[src/inc/swdlt_pkg.sv]
`default_nettype none
package swdlt_pkg;
    // Cycle counts on the debug serial clock.
    localparam int unsigned SYNC_LOW_CYCLES = 128;
    localparam int unsigned TIMEOUT_CYCLES  = 512;
    localparam int unsigned READ_DELAY_CYCLES = 16;
    localparam int unsigned ACK_PULSE_CYCLES = 16;
    localparam int unsigned CNT_W = 10;
    localparam logic [CNT_W-1:0] CNT_SYNC = CNT_W'(SYNC_LOW_CYCLES);
    localparam logic [CNT_W-1:0] CNT_TMO  = CNT_W'(TIMEOUT_CYCLES);
    localparam logic [CNT_W-1:0] CNT_ACK  = CNT_W'(ACK_PULSE_CYCLES);
    localparam logic ACK_EN_RESET = 1'b0;
    typedef enum logic [1:0] {
        SWDLT_IDLE = 2'b00,
        SWDLT_LOW  = 2'b01,
        SWDLT_SYNC = 2'b11,
        SWDLT_HIGH = 2'b10
    } swdlt_state_t;
endpackage
`default_nettype wire

[src/inc/swdlt_edge_if.sv]
`timescale 1ns/1ps
`default_nettype none
interface swdlt_edge_if;
    logic pin_level;
    logic fall;
    logic rise;
    modport src (output pin_level, output fall, output rise);
    modport dst (input pin_level, input fall, input rise);
endinterface
`default_nettype wire

[src/hdl/swdlt_link.sv]
`timescale 1ns/1ps
`default_nettype none
// Operation
// - Acknowledge handshake off after rstn reset; soft resets keep it.
// - Handshake-off command stops new acknowledge pulses; a running one finishes.
// - Low for 128 cycles or more means rate request.
// - Rate request waits for rising edge forever.
// - Rising edge after rate request soft-resets.
// - No falling edge in 512 cycles of a command soft-resets.
// - Same timeout between consecutive flash erases.
// - Timeout suppressed while mass erase pending.
// - Timeout drops partial command and read data.
// - Next falling edge starts new command.
// - Acknowledge and rate pulse clash tolerated.
module swdlt_link
    import swdlt_pkg::*;
(
    input  wire logic sys_clk,         // Debug serial clock, 200 MHz.
    input  wire logic rstn,            // Asynchronous reset, active low.
    input  wire logic background_pin_in,  // Background pin input level.
    output logic      background_pin_out, // Background pin output value.
    output logic      background_pin_oe,  // High while driving the pin.
    input  wire logic ack_enable_cmd,  // Handshake-on command pulse.
    input  wire logic ack_disable_cmd, // Handshake-off command pulse.
    input  wire logic ack_request,     // Command finished, acknowledge wanted.
    input  wire logic erase_pending,   // Flash mass erase still running.
    input  wire logic cmd_active,      // A command or read-out is in progress.
    output logic      cmd_fall,        // Falling edge for the command decoder.
    output logic      cmd_rise,        // Rising edge for the command decoder.
    output logic      sync_detect,     // Pulse when a rate request is seen.
    output logic      sync_done,       // Pulse when the rate request ends.
    output logic      soft_reset,      // Pulse that discards the command.
    output logic      timeout_flag,    // Pulse when the gap timeout fired.
    output logic      ack_enabled      // Handshake state.
);
    swdlt_edge_if edges ();

    swdlt_sync u_sync (
        .sys_clk (sys_clk),
        .rstn    (rstn),
        .pin_in  (background_pin_in),
        .edges   (edges)
    );

    swdlt_state_t state_q;
    logic [CNT_W-1:0] low_cnt_q;
    logic [CNT_W-1:0] gap_cnt_q;
    logic             ack_en_q;
    logic [CNT_W-1:0] ack_cnt_q;
    logic             soft_q;
    logic             tmo_q;
    logic             sdet_q;
    logic             sdone_q;
    logic             fall_q;
    logic             rise_q;
    logic             tmo_hit;
    logic             sync_hit;

    // Low-time threshold: reaching the count means a rate request.
    assign sync_hit = (state_q == SWDLT_LOW) && (low_cnt_q >= CNT_SYNC);
    // Erase pending holds off the gap timeout entirely.
    assign tmo_hit = (gap_cnt_q >= CNT_TMO) && !erase_pending && cmd_active;

    // Pulse framing state.
    always_ff @(posedge sys_clk or negedge rstn) begin
        if (!rstn) begin
            state_q <= SWDLT_IDLE;
        end else begin
            case (state_q)
                SWDLT_IDLE: begin
                    if (edges.fall) begin
                        state_q <= SWDLT_LOW;
                    end
                end
                SWDLT_LOW: begin
                    if (sync_hit) begin
                        state_q <= SWDLT_SYNC;
                    end else if (edges.rise) begin
                        state_q <= SWDLT_HIGH;
                    end
                end
                SWDLT_SYNC: begin
                    // No timeout here: the host may hold the pin low indefinitely.
                    if (edges.rise) begin
                        state_q <= SWDLT_IDLE;
                    end
                end
                SWDLT_HIGH: begin
                    if (edges.fall) begin
                        state_q <= SWDLT_LOW;
                    end else if (tmo_hit || !cmd_active) begin
                        state_q <= SWDLT_IDLE;
                    end
                end
                default: begin
                    state_q <= SWDLT_IDLE;
                end
            endcase
        end
    end

    // Low-time counter, restarts on every falling edge.
    always_ff @(posedge sys_clk or negedge rstn) begin
        if (!rstn) begin
            low_cnt_q <= '0;
        end else if (edges.fall) begin
            low_cnt_q <= CNT_W'(1);
        end else if (state_q == SWDLT_LOW && low_cnt_q != CNT_SYNC) begin
            low_cnt_q <= low_cnt_q + CNT_W'(1);
        end
    end

    // Gap counter between falling edges; saturates so it never wraps.
    always_ff @(posedge sys_clk or negedge rstn) begin
        if (!rstn) begin
            gap_cnt_q <= '0;
        end else if (edges.fall || tmo_hit || state_q == SWDLT_SYNC) begin
            gap_cnt_q <= '0;
        end else if (gap_cnt_q != CNT_TMO) begin
            gap_cnt_q <= gap_cnt_q + CNT_W'(1);
        end
    end

    // Soft reset from either source, one pulse each.
    always_ff @(posedge sys_clk or negedge rstn) begin
        if (!rstn) begin
            soft_q  <= 1'b0;
            tmo_q   <= 1'b0;
            sdet_q  <= 1'b0;
            sdone_q <= 1'b0;
            fall_q  <= 1'b0;
            rise_q  <= 1'b0;
        end else begin
            sdone_q <= (state_q == SWDLT_SYNC) && edges.rise;
            tmo_q   <= tmo_hit && !edges.fall;
            soft_q  <= ((state_q == SWDLT_SYNC) && edges.rise) || (tmo_hit && !edges.fall);
            sdet_q  <= sync_hit;
            fall_q  <= edges.fall && state_q != SWDLT_SYNC;
            rise_q  <= edges.rise && state_q == SWDLT_LOW && !sync_hit;
        end
    end

    // Handshake enable; off after reset, a disable wins a clash.
    always_ff @(posedge sys_clk or negedge rstn) begin
        if (!rstn) begin
            ack_en_q <= ACK_EN_RESET;
        end else if (ack_disable_cmd) begin
            ack_en_q <= 1'b0;
        end else if (ack_enable_cmd) begin
            ack_en_q <= 1'b1;
        end
    end

    // Acknowledge pulse drive. No arbitration against a host rate pulse:
    // the clash is rare and the open-drain style pin tolerates it.
    always_ff @(posedge sys_clk or negedge rstn) begin
        if (!rstn) begin
            ack_cnt_q <= '0;
        end else if (ack_request && ack_en_q && ack_cnt_q == '0) begin
            ack_cnt_q <= CNT_ACK;
        end else if (ack_cnt_q != '0) begin
            ack_cnt_q <= ack_cnt_q - CNT_W'(1);
        end
    end

    // The pin is only ever pulled low; the pull-up restores the high level.
    assign background_pin_out = 1'b0;
    assign background_pin_oe  = (ack_cnt_q != '0);
    assign cmd_fall     = fall_q;
    assign cmd_rise     = rise_q;
    assign sync_detect  = sdet_q;
    assign sync_done    = sdone_q;
    assign soft_reset   = soft_q;
    assign timeout_flag = tmo_q;
    assign ack_enabled  = ack_en_q;

    property p_ack_off_reset;
        @(posedge sys_clk) $rose(rstn) |-> !ack_enabled;
    endproperty
    a_ack_off_reset: assert property (p_ack_off_reset) else $error("handshake on after reset");

    property p_ack_disable;
        @(posedge sys_clk) disable iff (!rstn) ack_disable_cmd |=> !ack_enabled;
    endproperty
    a_ack_disable: assert property (p_ack_disable) else $error("handshake not turned off");

    property p_no_ack_when_off;
        @(posedge sys_clk) disable iff (!rstn)
            (!ack_enabled && !background_pin_oe) |=> !background_pin_oe;
    endproperty
    a_no_ack_when_off: assert property (p_no_ack_when_off) else $error("ack while off");

    property p_sync_detect;
        @(posedge sys_clk) disable iff (!rstn)
            (state_q == SWDLT_LOW && low_cnt_q == CNT_SYNC) |=> sync_detect ##0 state_q == SWDLT_SYNC;
    endproperty
    a_sync_detect: assert property (p_sync_detect) else $error("rate request missed");

    property p_sync_wait;
        @(posedge sys_clk) disable iff (!rstn)
            (state_q == SWDLT_SYNC && !edges.rise) |=> state_q == SWDLT_SYNC && !soft_reset;
    endproperty
    a_sync_wait: assert property (p_sync_wait) else $error("rate wait left early");

    property p_sync_soft;
        @(posedge sys_clk) disable iff (!rstn)
            (state_q == SWDLT_SYNC && edges.rise) |=> soft_reset && sync_done;
    endproperty
    a_sync_soft: assert property (p_sync_soft) else $error("no soft reset after rate");

    property p_timeout;
        @(posedge sys_clk) disable iff (!rstn)
            (gap_cnt_q == CNT_TMO && !erase_pending && cmd_active && !edges.fall)
            |=> soft_reset && timeout_flag;
    endproperty
    a_timeout: assert property (p_timeout) else $error("timeout missed");

    property p_erase_hold;
        @(posedge sys_clk) disable iff (!rstn) erase_pending |=> !timeout_flag;
    endproperty
    a_erase_hold: assert property (p_erase_hold) else $error("timeout during erase");

    property p_fall_clears;
        @(posedge sys_clk) disable iff (!rstn) edges.fall |=> gap_cnt_q == '0;
    endproperty
    a_fall_clears: assert property (p_fall_clears) else $error("gap not cleared");

    // A timeout in the middle of a command must bring the framing back to idle.
    property p_tmo_drop;
        @(posedge sys_clk) disable iff (!rstn)
            (tmo_hit && !edges.fall && state_q == SWDLT_HIGH) |=> state_q == SWDLT_IDLE;
    endproperty
    a_tmo_drop: assert property (p_tmo_drop) else $error("partial command kept");

    // From idle, a falling edge always opens a fresh command.
    property p_new_cmd;
        @(posedge sys_clk) disable iff (!rstn)
            (state_q == SWDLT_IDLE && edges.fall) |=> state_q == SWDLT_LOW && cmd_fall;
    endproperty
    a_new_cmd: assert property (p_new_cmd) else $error("new command not started");

    // Once started, the acknowledge pulse runs to its end whatever the host does.
    property p_ack_hold;
        @(posedge sys_clk) disable iff (!rstn)
            (background_pin_oe && ack_cnt_q != CNT_W'(1)) |=> background_pin_oe;
    endproperty
    a_ack_hold: assert property (p_ack_hold) else $error("ack pulse cut short");

    // While an erase is pending the saturated gap count must not reset the link.
    property p_erase_sat;
        @(posedge sys_clk) disable iff (!rstn)
            (erase_pending && gap_cnt_q == CNT_TMO) |=> gap_cnt_q == CNT_TMO && !soft_reset;
    endproperty
    a_erase_sat: assert property (p_erase_sat) else $error("erase gap not held");

    // The rising edge that ends a rate request is not command data.
    property p_sync_quiet;
        @(posedge sys_clk) disable iff (!rstn)
            (state_q == SWDLT_SYNC && edges.rise) |=> !cmd_rise;
    endproperty
    a_sync_quiet: assert property (p_sync_quiet) else $error("rate end seen as data");

    // Main scenarios worth seeing at least once.
    c_sync: cover property (@(posedge sys_clk) disable iff (!rstn) sync_done);
    c_tmo: cover property (@(posedge sys_clk) disable iff (!rstn) timeout_flag);
    c_ack: cover property (@(posedge sys_clk) disable iff (!rstn) $rose(background_pin_oe));
    c_erase: cover property (@(posedge sys_clk) disable iff (!rstn)
        erase_pending && gap_cnt_q == CNT_TMO);
    c_fresh: cover property (@(posedge sys_clk) disable iff (!rstn)
        state_q == SWDLT_IDLE && edges.fall);
endmodule
`default_nettype wire

[src/hdl/swdlt_sync.sv]
`timescale 1ns/1ps
`default_nettype none
module swdlt_sync (
    input  wire logic sys_clk,   // Debug serial clock.
    input  wire logic rstn,      // Asynchronous reset, active low.
    input  wire logic pin_in,    // Raw background pin level.
    swdlt_edge_if.src edges      // Filtered level and edges.
);
    logic s1_q;
    logic s2_q;
    logic s3_q;
    logic lvl_q;

    // Three stages; a change counts once the second and third agree.
    always_ff @(posedge sys_clk or negedge rstn) begin
        if (!rstn) begin
            s1_q  <= 1'b1;
            s2_q  <= 1'b1;
            s3_q  <= 1'b1;
            lvl_q <= 1'b1;
        end else begin
            s1_q <= pin_in;
            s2_q <= s1_q;
            s3_q <= s2_q;
            if (s2_q == s3_q) begin
                lvl_q <= s3_q;
            end
        end
    end

    // Edges are pulses in the cycle before the filtered level changes.
    assign edges.pin_level = lvl_q;
    assign edges.fall = lvl_q & (s2_q == s3_q) & ~s3_q;
    assign edges.rise = ~lvl_q & (s2_q == s3_q) & s3_q;
endmodule
`default_nettype wire

[config.mk]
export PLATFORM = sky130hd
export DESIGN_NAME = swdlt_link
export DESIGN_NICKNAME = d
export VERILOG_FILES = /design/src/inc/swdlt_pkg.sv /design/src/inc/swdlt_edge_if.sv /design/src/hdl/swdlt_link.sv /design/src/hdl/swdlt_sync.sv
export SDC_FILE = /design/constraint.sdc
export NUM_CORES = 1
export LEC_CHECK = 0
export BUFFER_PORTS_ARGS = -buffer_cell sky130_fd_sc_hd__buf_2
export CAP_MARGIN = 10
export CORE_ASPECT_RATIO = 0.75
export CORE_MARGIN = 5
export CORE_UTILIZATION = 25
export CTS_CLUSTER_DIAMETER = 30
export DETAILED_ROUTE_END_ITERATION = 12
export PLACE_DENSITY = 0.47
export SETUP_SLACK_MARGIN = 0.4
export SYNTH_ARGS = -nofsm -noshare
export SYNTH_HDL_FRONTEND = slang
export SYNTH_SLANG_ARGS = --single-unit
export TNS_END_PERCENT = 100
[constraint.sdc]
create_clock -name sys_clk -period 2.05 [get_ports sys_clk]
set_clock_uncertainty 0.1 [all_clocks]
set_input_delay 0.1025 -clock sys_clk [delete_from_list [all_inputs] [get_ports sys_clk]]
set_output_delay 0.1025 -clock sys_clk [all_outputs]
set_load 0.05 [all_outputs]
Word-level counts from Yosys, hierarchy flattened
Index checks and enable logic that the tools add are counted.
- output and inout bits: 9
- memory bits (writable): 0
- memory bits (read-only): 0
- memories: 0
- bits in latches: 0
- word-level logic and storage cells: 79
- bits in registers: 43
- bits of input ports: 8
- add/sub/neg operators: 3
- bitwise logic cells: 6
- $lt $le $gt $ge: 2
- shift-type cells: 0
- mux-type cells: 15
- reductions and logical operators: 27
- eq/ne operators: 11
- div/mod/pow operators: 0
- $mul: 0
- operators with widths (operator ; count):
    10-bit two-way mux ; 6
    10-bit by 1-bit adder with 10-bit output, second input constant ; 2
    2-bit two-way mux ; 6
    1-bit logical AND ; 11
    10-bit greater-or-equal comparator, second input constant ; 1
    10-bit by 8-bit greater-or-equal comparator with 1-bit output, second input constant ; 1
    10-bit zero test ; 1
    10-bit inequality test, second input constant ; 1
    10-bit by 8-bit inequality test with 1-bit output, second input constant ; 1
    10-bit nonzero test ; 1
    10-bit by 1-bit subtractor with 10-bit output, second input constant ; 1
    2-bit case mux with 4 select lines ; 1
    2-bit nonzero test ; 4
    2-bit inequality test, second input constant ; 3
    3-bit inequality test, second input constant ; 2
    1-bit bitwise AND ; 4
    2-bit == test, second input constant ; 2
    1-bit zero test ; 4
    1-bit logical OR ; 4
    4-bit AND reduction ; 1
    2-bit by 1-bit == test with 1-bit output, second input constant ; 1
    2-bit zero test ; 1
    1-bit two-way mux ; 2
    1-bit inverter ; 2
    1-bit == test ; 1

Logic depth before layout (Yosys ltp)
Gate-level depths: netlist (run 1).
- depth after elaboration: 7
- depth in mapped cells: 6
- depth with buffers taken out: 5

Modules after synthesis
From an unflattened synthesis (run 1), not the netlist that was laid out.
- cells, all modules: 212
- area, all modules: 2144.6 µm²
- modules (own cells, without submodules) (module ; cells each ; area an instance (µm²) ; sequential area each (µm²) ; times used):
    swdlt_link ; 205 ; 2010.7 ; 975.9 ; 1
    swdlt_sync ; 7 ; 133.9 ; 105.1 ; 1

Worst setup path before layout (run 1)
OpenSTA, ideal clock, no wires.
- path type: flip-flop to output port
- start: register ack_cnt_q[0]
- end: output background_pin_oe
- cell stages (with the launch flop): 7
- setup slack: 204 ps
- data arrival time: 1644 ps
- path buffers: 1
- path through: dfrtp_1 inv_1 ha_1 nor3b_1 and3_1 buf_2 inv_1
- longest elaborated chain between the ends: 1
- ends and longest elaborated chain (what ; RTL line ; RTL):
    start: declaration ; swdlt_link.sv:49 ; logic [CNT_W-1:0] ack_cnt_q;
    start signal: assignment ; swdlt_link.sv:162 ; ack_cnt_q <= ack_cnt_q - CNT_W'(1);
    10-bit nonzero test ; swdlt_link.sv:168 ; assign background_pin_oe = (ack_cnt_q != '0);
    end: declaration ; swdlt_link.sv:22 ; output logic background_pin_oe,
Every way passes these cells.

Worst setup path after layout (run 1)
- start: register ack_cnt_q[1]
- end: register ack_cnt_q[9]
- longest elaborated chain between the ends: 3
- ends and longest elaborated chain (what ; RTL line):
    10-bit by 1-bit subtractor with 10-bit output or 10-bit zero test (tied branches) ; swdlt_link.sv:162, swdlt_link.sv:159
    10-bit two-way mux or 1-bit logical AND (tied branches) ; swdlt_link.sv:161, swdlt_link.sv:159
    10-bit two-way mux or 2-bit nonzero test (tied branches) ; n/a
Parallel ways exist; a longest one is shown, timed or not. The select of a mux whose other input is x is not followed.
A chain may end at the register's enable or synchronous reset.

==> qor.txt, run 1 <==
Maximum clock path buffer count -> 2
Critical path launch point -> ack_cnt_q[1]$_DFFE_PN0P_
DR vias -> 1,616
CTS clk-pin slew, worst paths -> 0.06 ns
Sw frac -> 35.29%
Sequential power share -> 44.4%
Clk root buf -> clkbuf_16
Syn_nets -> 221
Drt pass-1 iters -> 4
Full die area -> 10,400 um2
Cell Rows -> 29
Crit Path Class -> reg2reg
Setup TNS -> 0 ns
Arrival @ worst endpoint -> 1.77 ns
Reg2reg end -> ack_cnt_q[9]$_DFFE_PN0P_
Non-filler cells, final -> 352
Crit Path Max Fanout -> 4
Critical Path RT -> 2.12 ns
Routability cong. -> 0.7589
Post-synthesis cell count -> 208
Final Hold Fails -> 0
Crit path capture -> ack_cnt_q[9]$_DFFE_PN0P_
GRT overflow -> 0
Fin crit period -> 1.702 ns
Reg-to-reg slack, setup -> 0.35 ns
Initial Utilization -> 25.29%
Distinct cells, synth -> 44
Number of synthesis warnings -> 0
CTS tree -> yes
Final core occ -> 32.28%
R2r startpoint -> ack_cnt_q[1]$_DFFE_PN0P_
Setup-failing EPs final -> 0
Proportion of layout cells with a drive suffix above 1 -> 25.82%
FFs w/ async S/R, synth -> 100.0%
Largest net degree at the start of global routing -> 22
Worst slew margin -> 66.34%
WL/cell -> 12.50 um
Vias/cell -> 4.591
Tcrit/Tclk final -> 83.04%
NetSw -> 0.001087 W
I/O Pins -> 17
CP endpoint kind -> flop
Placed cell count -> 334
Clock Sink Count -> 43
Clock network power share -> 25.0%
Critical Path, Cell by Cell -> or4_4 > nor3_4 > mux2_4
Fin nets -> 256
# fillers -> 851
PortBufs -> 15
Number of flops mapped to enable cells by yosys -> 0
P_leak -> 1.134 nW
Most common flop cell mapped by yosys -> dfrtp_1
Clock H-tree levels -> 2
P_int -> 0.001993 W
Combinational Power Share -> 30.5%
Initial antenna violation count -> 0
Pwr/cell area -> 1144 nW/um2
Final wirelength -> 4.400 mm
Worst stage delay on the critical path -> 0.59 ns
Register area share after synthesis -> 51.22%
Worst reg2reg path depth -> 3
DRC viols -> 0
Peak VDD IR -> 451.3 uV
Global-route wire length before repair -> 7.465 mm
Post-Synthesis Cell Area -> 2111 um2
Avg Inst Size Synth -> 10.15 um2
Vias in the first global route -> 1,524
Area grow syn2layout -> 27.62%
Cell with the largest stage delay on the worst path -> or4_4
Post-synthesis register bit count -> 43
Pins over their slew limit -> 0
Overall Global Routing Usage -> 9.230%
Post-route ant nets -> 0
Post-DP HPWL -> 3.080 mm
PnR Total Power -> 0.003080 W
CTS buffer count -> 5
Die width -> 116.1 um
Status -> completed
Initial detailed-routing violation count -> 96
Max cap viols -> 0
Maximum clock frequency -> 0.5874 GHz
Die Y -> 89.58 um
Slew @ Worst Pin -> 0.5011 ns
Core Footprint -> 8346 um2
Worst Setup Start Kind -> flop
HP Class -> in2reg
Diodes inserted -> 0
Unrepaired setup endpoints after global routing -> yes
Skew-Pair Late Insertion Delay -> 0.28 ns
-- power by group through the flow --
stage	logic, W	clock network [W]	registers (W)
2_1_floorplan	0.000605	0	0.00130
3_3_place_gp	0.000775	0	0.00136
3_5_place_dp	0.000778	0	0.00136
4_1_cts	0.000843	0.000807	0.00135
5_1_grt	0.00108	0.000843	0.00141
6_report	0.000941	0.000770	0.00137
-- through the flow --
stage                     setup WS, ns  hold WS, ns  area, um2
after floorplan                 0.3982      -0.2931       2125
after global routing            0.2853      0.04596       2694
after detailed placement        0.3097      0.01742       2365
final                           0.3477      0.04764       2694
after CTS                       0.3115      0.04169       2601
after global placement          0.3471      0.01223       2365
-- worst min path at each step --
stage / startpoint / end / slack, ns / depth (start not counted)
finish: cmd_active / timeout_flag$_DFF_PN0_ / 0.05 / 3
floorplan: rstn / ack_cnt_q[0]$_DFFE_PN0P_ / -0.29 / 0
detailed placement: rstn / gap_cnt_q[0]$_DFFE_PN0P_ / 0.02 / 1
global placement: rstn / gap_cnt_q[6]$_DFFE_PN0P_ / 0.01 / 1
global route: cmd_active / timeout_flag$_DFF_PN0_ / 0.05 / 3
CTS: cmd_active / timeout_flag$_DFF_PN0_ / 0.04 / 3
-- kinds of logic (layout without fill, tap and decap cells) --
group,count (synthesis),count (layout),share of synthesized area [%]
mux,9,9,4.387
simple gates,86,86,22.82
xor+xnor,5,5,2.075
other cells,1,1,0.1777
fa+ha+maj,6,6,3.438
compound gates,43,43,12.86
flops,43,43,51.22
buf+inv,15,51,3.023
-- layout by cell type (no fill, tap or decap), types with 3 or more instances in the layout --
cell	count
nand2_1	15
dfrtp_1	37
mux2i_1	7
xor2_1	4
a311oi_1	3
clkbuf_16	5
ha_1	4
a21oi_1	14
inv_1	9
o21ai_0	12
nand3_1	8
dfstp_2	4
buf_2	14
nor2_1	16
nand2b_1	7
nor3_1	5
o31ai_1	3
or3_1	8
nand4_1	4
dlygate4sd3_1	4
buf_4	13
-- sequential cells by signal, summed over array words and instances (netlist names) --
name	count
ack_cnt_q	10
ack_enabled	1
cmd_fall	1
cmd_rise	1
gap_cnt_q	10
low_cnt_q	10
soft_reset	1
state_q	2
sync_detect	1
sync_done	1
timeout_flag	1
u_sync.edges.pin_level	1
u_sync.s1_q	1
u_sync.s2_q	1
u_sync.s3_q	1
-- critical path: cells and delay by family, from the launching register on --
kind             cells  cell delay (ns)
muxes                1             0.31
DFF                  1             0.41
and+or+nand+nor      2             0.78
-- metal layers --
metal / share of wire (%) / GRT usage (%) / vias up
li1: - / - / 826
met1: 53 / 12.93 / 769
met2: 42 / 13.47 / 17
met3: 3.2 / 2.344 / 4
met4: 1.7 / 4.110 / 0
met5: 0 / 0 / -
-- timing repair --
item,CTS,global route
hold buffers,4,0
setup endpoints to repair,17,13
resized for setup,11,11
endpoints found under the hold margin,17,0
pin swaps,1,2
buffers inserted,3,3
-- area by class of cell --
type                       count  area (um2)  area share (%)
sequential                    43        1084           40.22
multi-input combinational    150        1074           39.85
timing repair buffer          32       219.0           8.128
tap                          108       135.1           5.016
clock buffer                   6       128.9           4.784
inverter                      11       41.29           1.533
clock inverter                 2       12.51          0.4645
-- cells in the mapped netlist, types with 4 or more instances --
master | count | area share [%]
mux2i_1 | 7 | 3.3
nand3_1 | 8 | 1.9
or3_1 | 8 | 2.4
dfrtp_1 | 39 | 46
dfstp_2 | 4 | 5.0
a311oi_1 | 4 | 1.7
nor2_1 | 16 | 2.8
a21oi_1 | 14 | 3.3
nand2_1 | 15 | 2.7
nor3_1 | 6 | 1.4
nand4_1 | 4 | 1.2
ha_1 | 5 | 3.0
inv_1 | 11 | 2.0
xor2_1 | 4 | 1.7
o21ai_0 | 12 | 2.8
nand2b_1 | 7 | 2.1
(Power assumes the default switching activity.)
==> inputs of run 2 (changes only) <==
Clock period 2.05 ns to 1.7 ns, I/O delays scaled along.
==> run 2 against run 1 <==
Effect of this change:
- critical endpoint unchanged
- global-route usage is 1.7 points higher
- highest routed layer unchanged
- critical path depth grew 1
- combinational power rose by 120%
- the flow now finishes with violations (setup timing)
- hold slack better by 0.023 ns
- worst setup slack got worse by 0.37 ns
- die area is the same
==> qor.txt, run 2 (same netlist as run 1, synthesis figures left out) <==
Status -> finished with violations
Failing checks -> setup timing
CP endpoint kind -> flop
Fin crit period -> 1.726 ns
Max cap viols -> 0
Global-route wire length before repair -> 8.873 mm
Critical Path RT -> 1.77 ns
P_leak -> 1.411 nW
Diodes inserted -> 0
Largest net degree at the start of global routing -> 28
Initial antenna violation count -> 0
Peak VDD IR -> 562.8 uV
Vias/cell -> 4.698
CTS tree -> yes
Initial detailed-routing violation count -> 83
Unrepaired setup endpoints after global routing -> yes
PortBufs -> 15
Sw frac -> 34.65%
CP top delay family -> simple AND/OR/NAND/NOR gates
# fillers -> 809
Fin nets -> 291
Tcrit/Tclk final -> 101.5%
Pins over their slew limit -> 0
Clock Sink Count -> 43
Proportion of layout cells with a drive suffix above 1 -> 51.97%
Post-route ant nets -> 0
Core Footprint -> 8346 um2
Hold WS -> 0.07021 ns
Worst slew margin -> 59.32%
Critical Path, Cell by Cell -> buf_6 > or4_4 > nor3_4 > mux2_4
Crit Path Class -> reg2reg
HP Class -> in2reg
Arrival @ worst endpoint -> 1.79 ns
Routability cong. -> 0.8181
Post-DP HPWL -> 3.270 mm
Worst path buffer plus inverter count -> 1
Die Y -> 89.58 um
Commonest non-fill, non-tap cell in the layout -> buf_4
P_int -> 0.003146 W
Overall Global Routing Usage -> 10.90%
Dpl cell area -> 2514 um2
Skew-Pair Late Insertion Delay -> 0.28 ns
Cell with the largest stage delay on the worst path -> or4_4
Pwr/cell area -> 1441 nW/um2
Clk root buf -> clkbuf_16
Final core occ -> 40.03%
Initial Utilization -> 25.29%
CTS clk-pin slew, worst paths -> 0.06 ns
Maximum clock path buffer count -> 2
Drt pass-1 iters -> 4
Placed cell count -> 344
Sequential power share -> 34.3%
Worst Setup Start Kind -> flop
Final instance area -> 3341 um2
Register Area -> 1089 um2
CTS buffer count -> 5
Commonest cells after routing, fill and taps aside -> buf_4 (34), dfrtp_1 (33), buf_2 (14)
Area grow syn2layout -> 58.27%
Biggest regs -> ack_cnt_q (10), gap_cnt_q (10), low_cnt_q (10)
Multi-input combinational cell area -> 1374 um2
Full die area -> 10,400 um2
Final wirelength -> 5.569 mm
Maximum clock frequency -> 0.5795 GHz
DRC viols -> 0
WL/cell -> 14.39 um
GRT overflow -> 0
Non-filler cells, final -> 387
Final worst-path setup slack -> -0.02561 ns
Cell Rows -> 29
NetSw -> 0.001669 W
Slew @ Worst Pin -> 0.6102 ns
Clock network power share -> 23.1%
Final Hold Fails -> 0
Worst stage delay on the critical path -> 0.51 ns
I/O Pins -> 17
Setup-failing EPs final -> 1
Clock H-tree levels -> 2
DR vias -> 1,818
Crit Path Max Fanout -> 3
Combinational Power Share -> 42.7%
Die width -> 116.1 um
Vias in the first global route -> 1,806
## run 2: layout make-up
cell class / count / area share [%]
Sequential cell: 43 / 32.58
Timing Repair Buffer: 65 / 15.81
Tap cell: 108 / 4.045
Clock buffer: 6 / 4.157
Clock inverter: 2 / 1.049
Inverter: 11 / 1.236
Multi-Input combinational cell: 152 / 41.12
## run 2: power by group through the flow
stage | Combinational (W) | Sequential (W) | Clock (W)
floorplan | 0.000782 | 0.00158 | 0
global placement | 0.00121 | 0.00160 | 0
detailed placement | 0.00121 | 0.00160 | 0
CTS | 0.00166 | 0.00162 | 0.00114
global route | 0.00224 | 0.00169 | 0.00119
finish | 0.00205 | 0.00165 | 0.00111
## run 2: stage by stage
| stage | power [W] | setup slack [ns] | TNS, ns |
|---|---|---|---|
| floorplan | 0.002360 | 0.06459 | 0 |
| global placement | 0.002805 | 0.04406 | 0 |
| detailed placement | 0.002810 | 0.03113 | 0 |
| CTS | 0.004414 | 0.008987 | 0 |
| global route | 0.005117 | -0.07519 | -0.2569 |
| finish | 0.004815 | -0.02561 | -0.02561 |
## run 2: what timing repair did
action,in CTS,in global routing
endpoints found under the setup margin,36,39
setup buffers,15,13
pin swaps,18,20
cloned,2,0
resized for setup,41,44
hold endpoints to repair,25,1
hold buffers,5,1
## run 2: per-layer routing
layer	vias up	GRT usage [%]	share of wire [%]
li1	904	-	-
met4	0	4.320	0.83
met2	19	16.81	46
met3	2	2.210	2.0
met5	-	0	0
met1	893	15.13	52
## run 2: path summary, 6_finish.rpt
| check | start | to | slack (ns) | cells after the start |
|---|---|---|---|---|
| max | ack_cnt_q[4]$_DFFE_PN0P_ | ack_cnt_q[9]$_DFFE_PN0P_ | -0.03 | 4 |
| min | ack_request | ack_cnt_q[1]$_DFFE_PN0P_ | 0.07 | 4 |
| max reg2reg | ack_cnt_q[4]$_DFFE_PN0P_ | ack_cnt_q[9]$_DFFE_PN0P_ | -0.03 | 4 |
| min reg2reg | u_sync.s1_q$_DFF_PN1_ | u_sync.s2_q$_DFF_PN1_ | 0.26 | 0 |
| max in group asynchronous | rstn | state_q[0]$_DFFE_PN0P_ | 0.65 | 3 |
| min in group asynchronous | rstn | ack_cnt_q[5]$_DFFE_PN0P_ | 0.27 | 2 |
## run 2: tightest hold or removal path: stages
cell     delay, ns
buf_2         0.07
nand2_1       0.09
nand2_1       0.08
mux2i_1       0.07
==> inputs of run 3 (changes only) <==
==> constraint.sdc (replaced) <==
create_clock -name sys_clk -period 1.7 [get_ports sys_clk]
set_clock_uncertainty 0.1 [all_clocks]
set_input_delay 0.34 -clock sys_clk [delete_from_list [all_inputs] [get_ports sys_clk]]
set_output_delay 0.34 -clock sys_clk [all_outputs]
set_load 0.05 [all_outputs]
==> run 3 against run 2 <==
Effect of this change:
- the run still ends with setup timing left
- via count rose by 0.50%
- flip-flop and latch count did not move
- total power grew 3.4%
- sequential power about the same
- final area increased by 2.8%
- hold slack worse by 0.012 ns
- critical path depth up 2
- register-to-register slack lost 0.15 ns
==> qor.txt, run 3 (same netlist as run 1, synthesis figures left out) <==
Crit Path Class -> reg2out
Commonest non-fill, non-tap cell in the layout -> buf_4
Initial antenna violation count -> 0
Global-route wire length before repair -> 9.032 mm
Hold WS -> 0.05790 ns
Crit Path Max Fanout -> 2
Routability cong. -> 0.7468
CTS tree -> yes
Setup-failing EPs final -> 6
Non-filler cells, final -> 389
Diodes inserted -> 0
WL/cell -> 14.40 um
Clock H-tree levels -> 2
Worst path buffer plus inverter count -> 3
Post-DP HPWL -> 3.229 mm
DRC viols -> 0
Arrival @ worst endpoint -> 1.49 ns
Commonest cells after routing, fill and taps aside -> buf_4 (40), dfrtp_1 (31), buf_6 (18)
Core Footprint -> 8346 um2
HP Class -> in2reg
Cell Rows -> 29
Clk root buf -> clkbuf_16
Worst stage delay on the critical path -> 0.40 ns
CP top delay family -> flip-flops
Hold Crit Start -> background_pin_in
R2r startpoint -> ack_cnt_q[0]$_DFFE_PN0P_
Tcrit/Tclk final -> 113.8%
Maximum clock frequency -> 0.5168 GHz
Initial detailed-routing violation count -> 56
Area grow syn2layout -> 62.71%
Cell with the largest stage delay on the worst path -> dfrtp_1
Max cap viols -> 0
Critical path launch point -> ack_cnt_q[0]$_DFFE_PN0P_
Worst Setup Start Kind -> flop
Drt pass-1 iters -> 4
Pwr/cell area -> 1450 nW/um2
GRT overflow -> 0
I/O Pins -> 17
Die Y -> 89.58 um
Biggest regs -> ack_cnt_q (10), gap_cnt_q (10), low_cnt_q (10)
Die width -> 116.1 um
DR vias -> 1,827
Final Hold Fails -> 0
Fin crit period -> 1.935 ns
Unrepaired setup endpoints after global routing -> yes
Clock Sink Count -> 43
CP endpoint kind -> output pin
Skew-Pair Late Insertion Delay -> 0.28 ns
Final worst-path setup slack -> -0.2349 ns
Vias in the first global route -> 1,825
Critical Path RT -> 1.26 ns
CTS clk-pin slew, worst paths -> 0.06 ns
Initial Utilization -> 25.29%
Post-route ant nets -> 0
Vias/cell -> 4.697
# fillers -> 789
PortBufs -> 15
Largest net degree at the start of global routing -> 44
Overall Global Routing Usage -> 11.13%
Maximum clock path buffer count -> 2
Placed cell count -> 346
P_leak -> 1.428 nW
Full die area -> 10,400 um2
Peak VDD IR -> 676.6 uV
Proportion of layout cells with a drive suffix above 1 -> 55.16%
Status -> finished with violations
Critical Path, Cell by Cell -> inv_2 > ha_4 > nor3b_4 > and3_4 > clkinvlp_4 > buf_6
Fin nets -> 293
Final wirelength -> 5.601 mm
Pins over their slew limit -> 0
Failing checks -> setup timing
Dpl ws -> -0.02502 ns
CTS buffer count -> 5
[run 3: cell types whose count changed in the layout (fill, tap and decap cells not counted), moves of 4 or more]
cell	before	now
buf_4	34	40
buf_6	10	18
nand2_1	9	13
buf_2	14	7
dlygate4sd3_1	5	1
[run 3: path summary, 6_finish.rpt]
kind	to	slack, ns	cells after the start
worst min register to register	u_sync.s2_q$_DFF_PN1_	0.26	0
max in group asynchronous	u_sync.s3_q$_DFF_PN1_	0.75	3
worst max-delay path	background_pin_oe	-0.23	6
worst min-delay path	u_sync.s1_q$_DFF_PN1_	0.06	1
worst max register to register	ack_cnt_q[9]$_DFFE_PN0P_	-0.18	5
min in group asynchronous	low_cnt_q[2]$_DFFE_PN0P_	0.47	3
[run 3: where the power goes]
part | switching [W] | internal [W] | total, W
clock | 0.000393 | 0.000843 | 0.00124
combinational | 0.000912 | 0.00116 | 0.00207
sequential | 0.000380 | 0.00130 | 0.00168
total | 0.00168 | 0.00330 | 0.00498
[run 3: layout make-up]
class	instances	area (um2)	share of cell area [%]
flip-flops and latches	43	1091	31.77
well taps	108	135.1	3.934
clock inverters	2	60.06	1.749
multi-input cells	152	1406	40.95
clock buffers	6	128.9	3.752
repair buffers	67	568.0	16.54
inverters	11	45.04	1.311
[run 3: timing repair]
item | 4_1_cts | 5_1_grt
endpoints found under the hold margin | 39 | 0
setup endpoints to repair | 42 | 42
hold buffers | 1 | 0
buffers inserted | 22 | 10
resized for setup | 54 | 45
cloned | 2 | 0
pin swaps | 28 | 20
[run 3: per-layer routing]
layer / share of wire, % / up-vias / wire length [um] / GRT usage [%]
met5: 0 / - / 0 / 0
met4: 1.1 / 0 / 63 / 3.161
met3: 2.7 / 5 / 151 / 2.210
met2: 46 / 21 / 2588 / 17.23
met1: 50 / 887 / 2798 / 15.89
li1: - / 914 / - / -
[run 3: per-stage QoR]
step / cell area [um2] / total power (W) / util, % / TNS, ns
after floorplan: 2245 / 0.002440 / - / -0.1205
after global placement: 2575 / 0.002926 / 30.85 / -0.01674
after detailed placement: 2575 / 0.002928 / 30.85 / -0.03525
after CTS: 3183 / 0.004645 / 38.14 / -0.3405
after global routing: 3435 / 0.005274 / 41.15 / -1.304
final: 3435 / 0.004980 / 41.15 / -0.8127
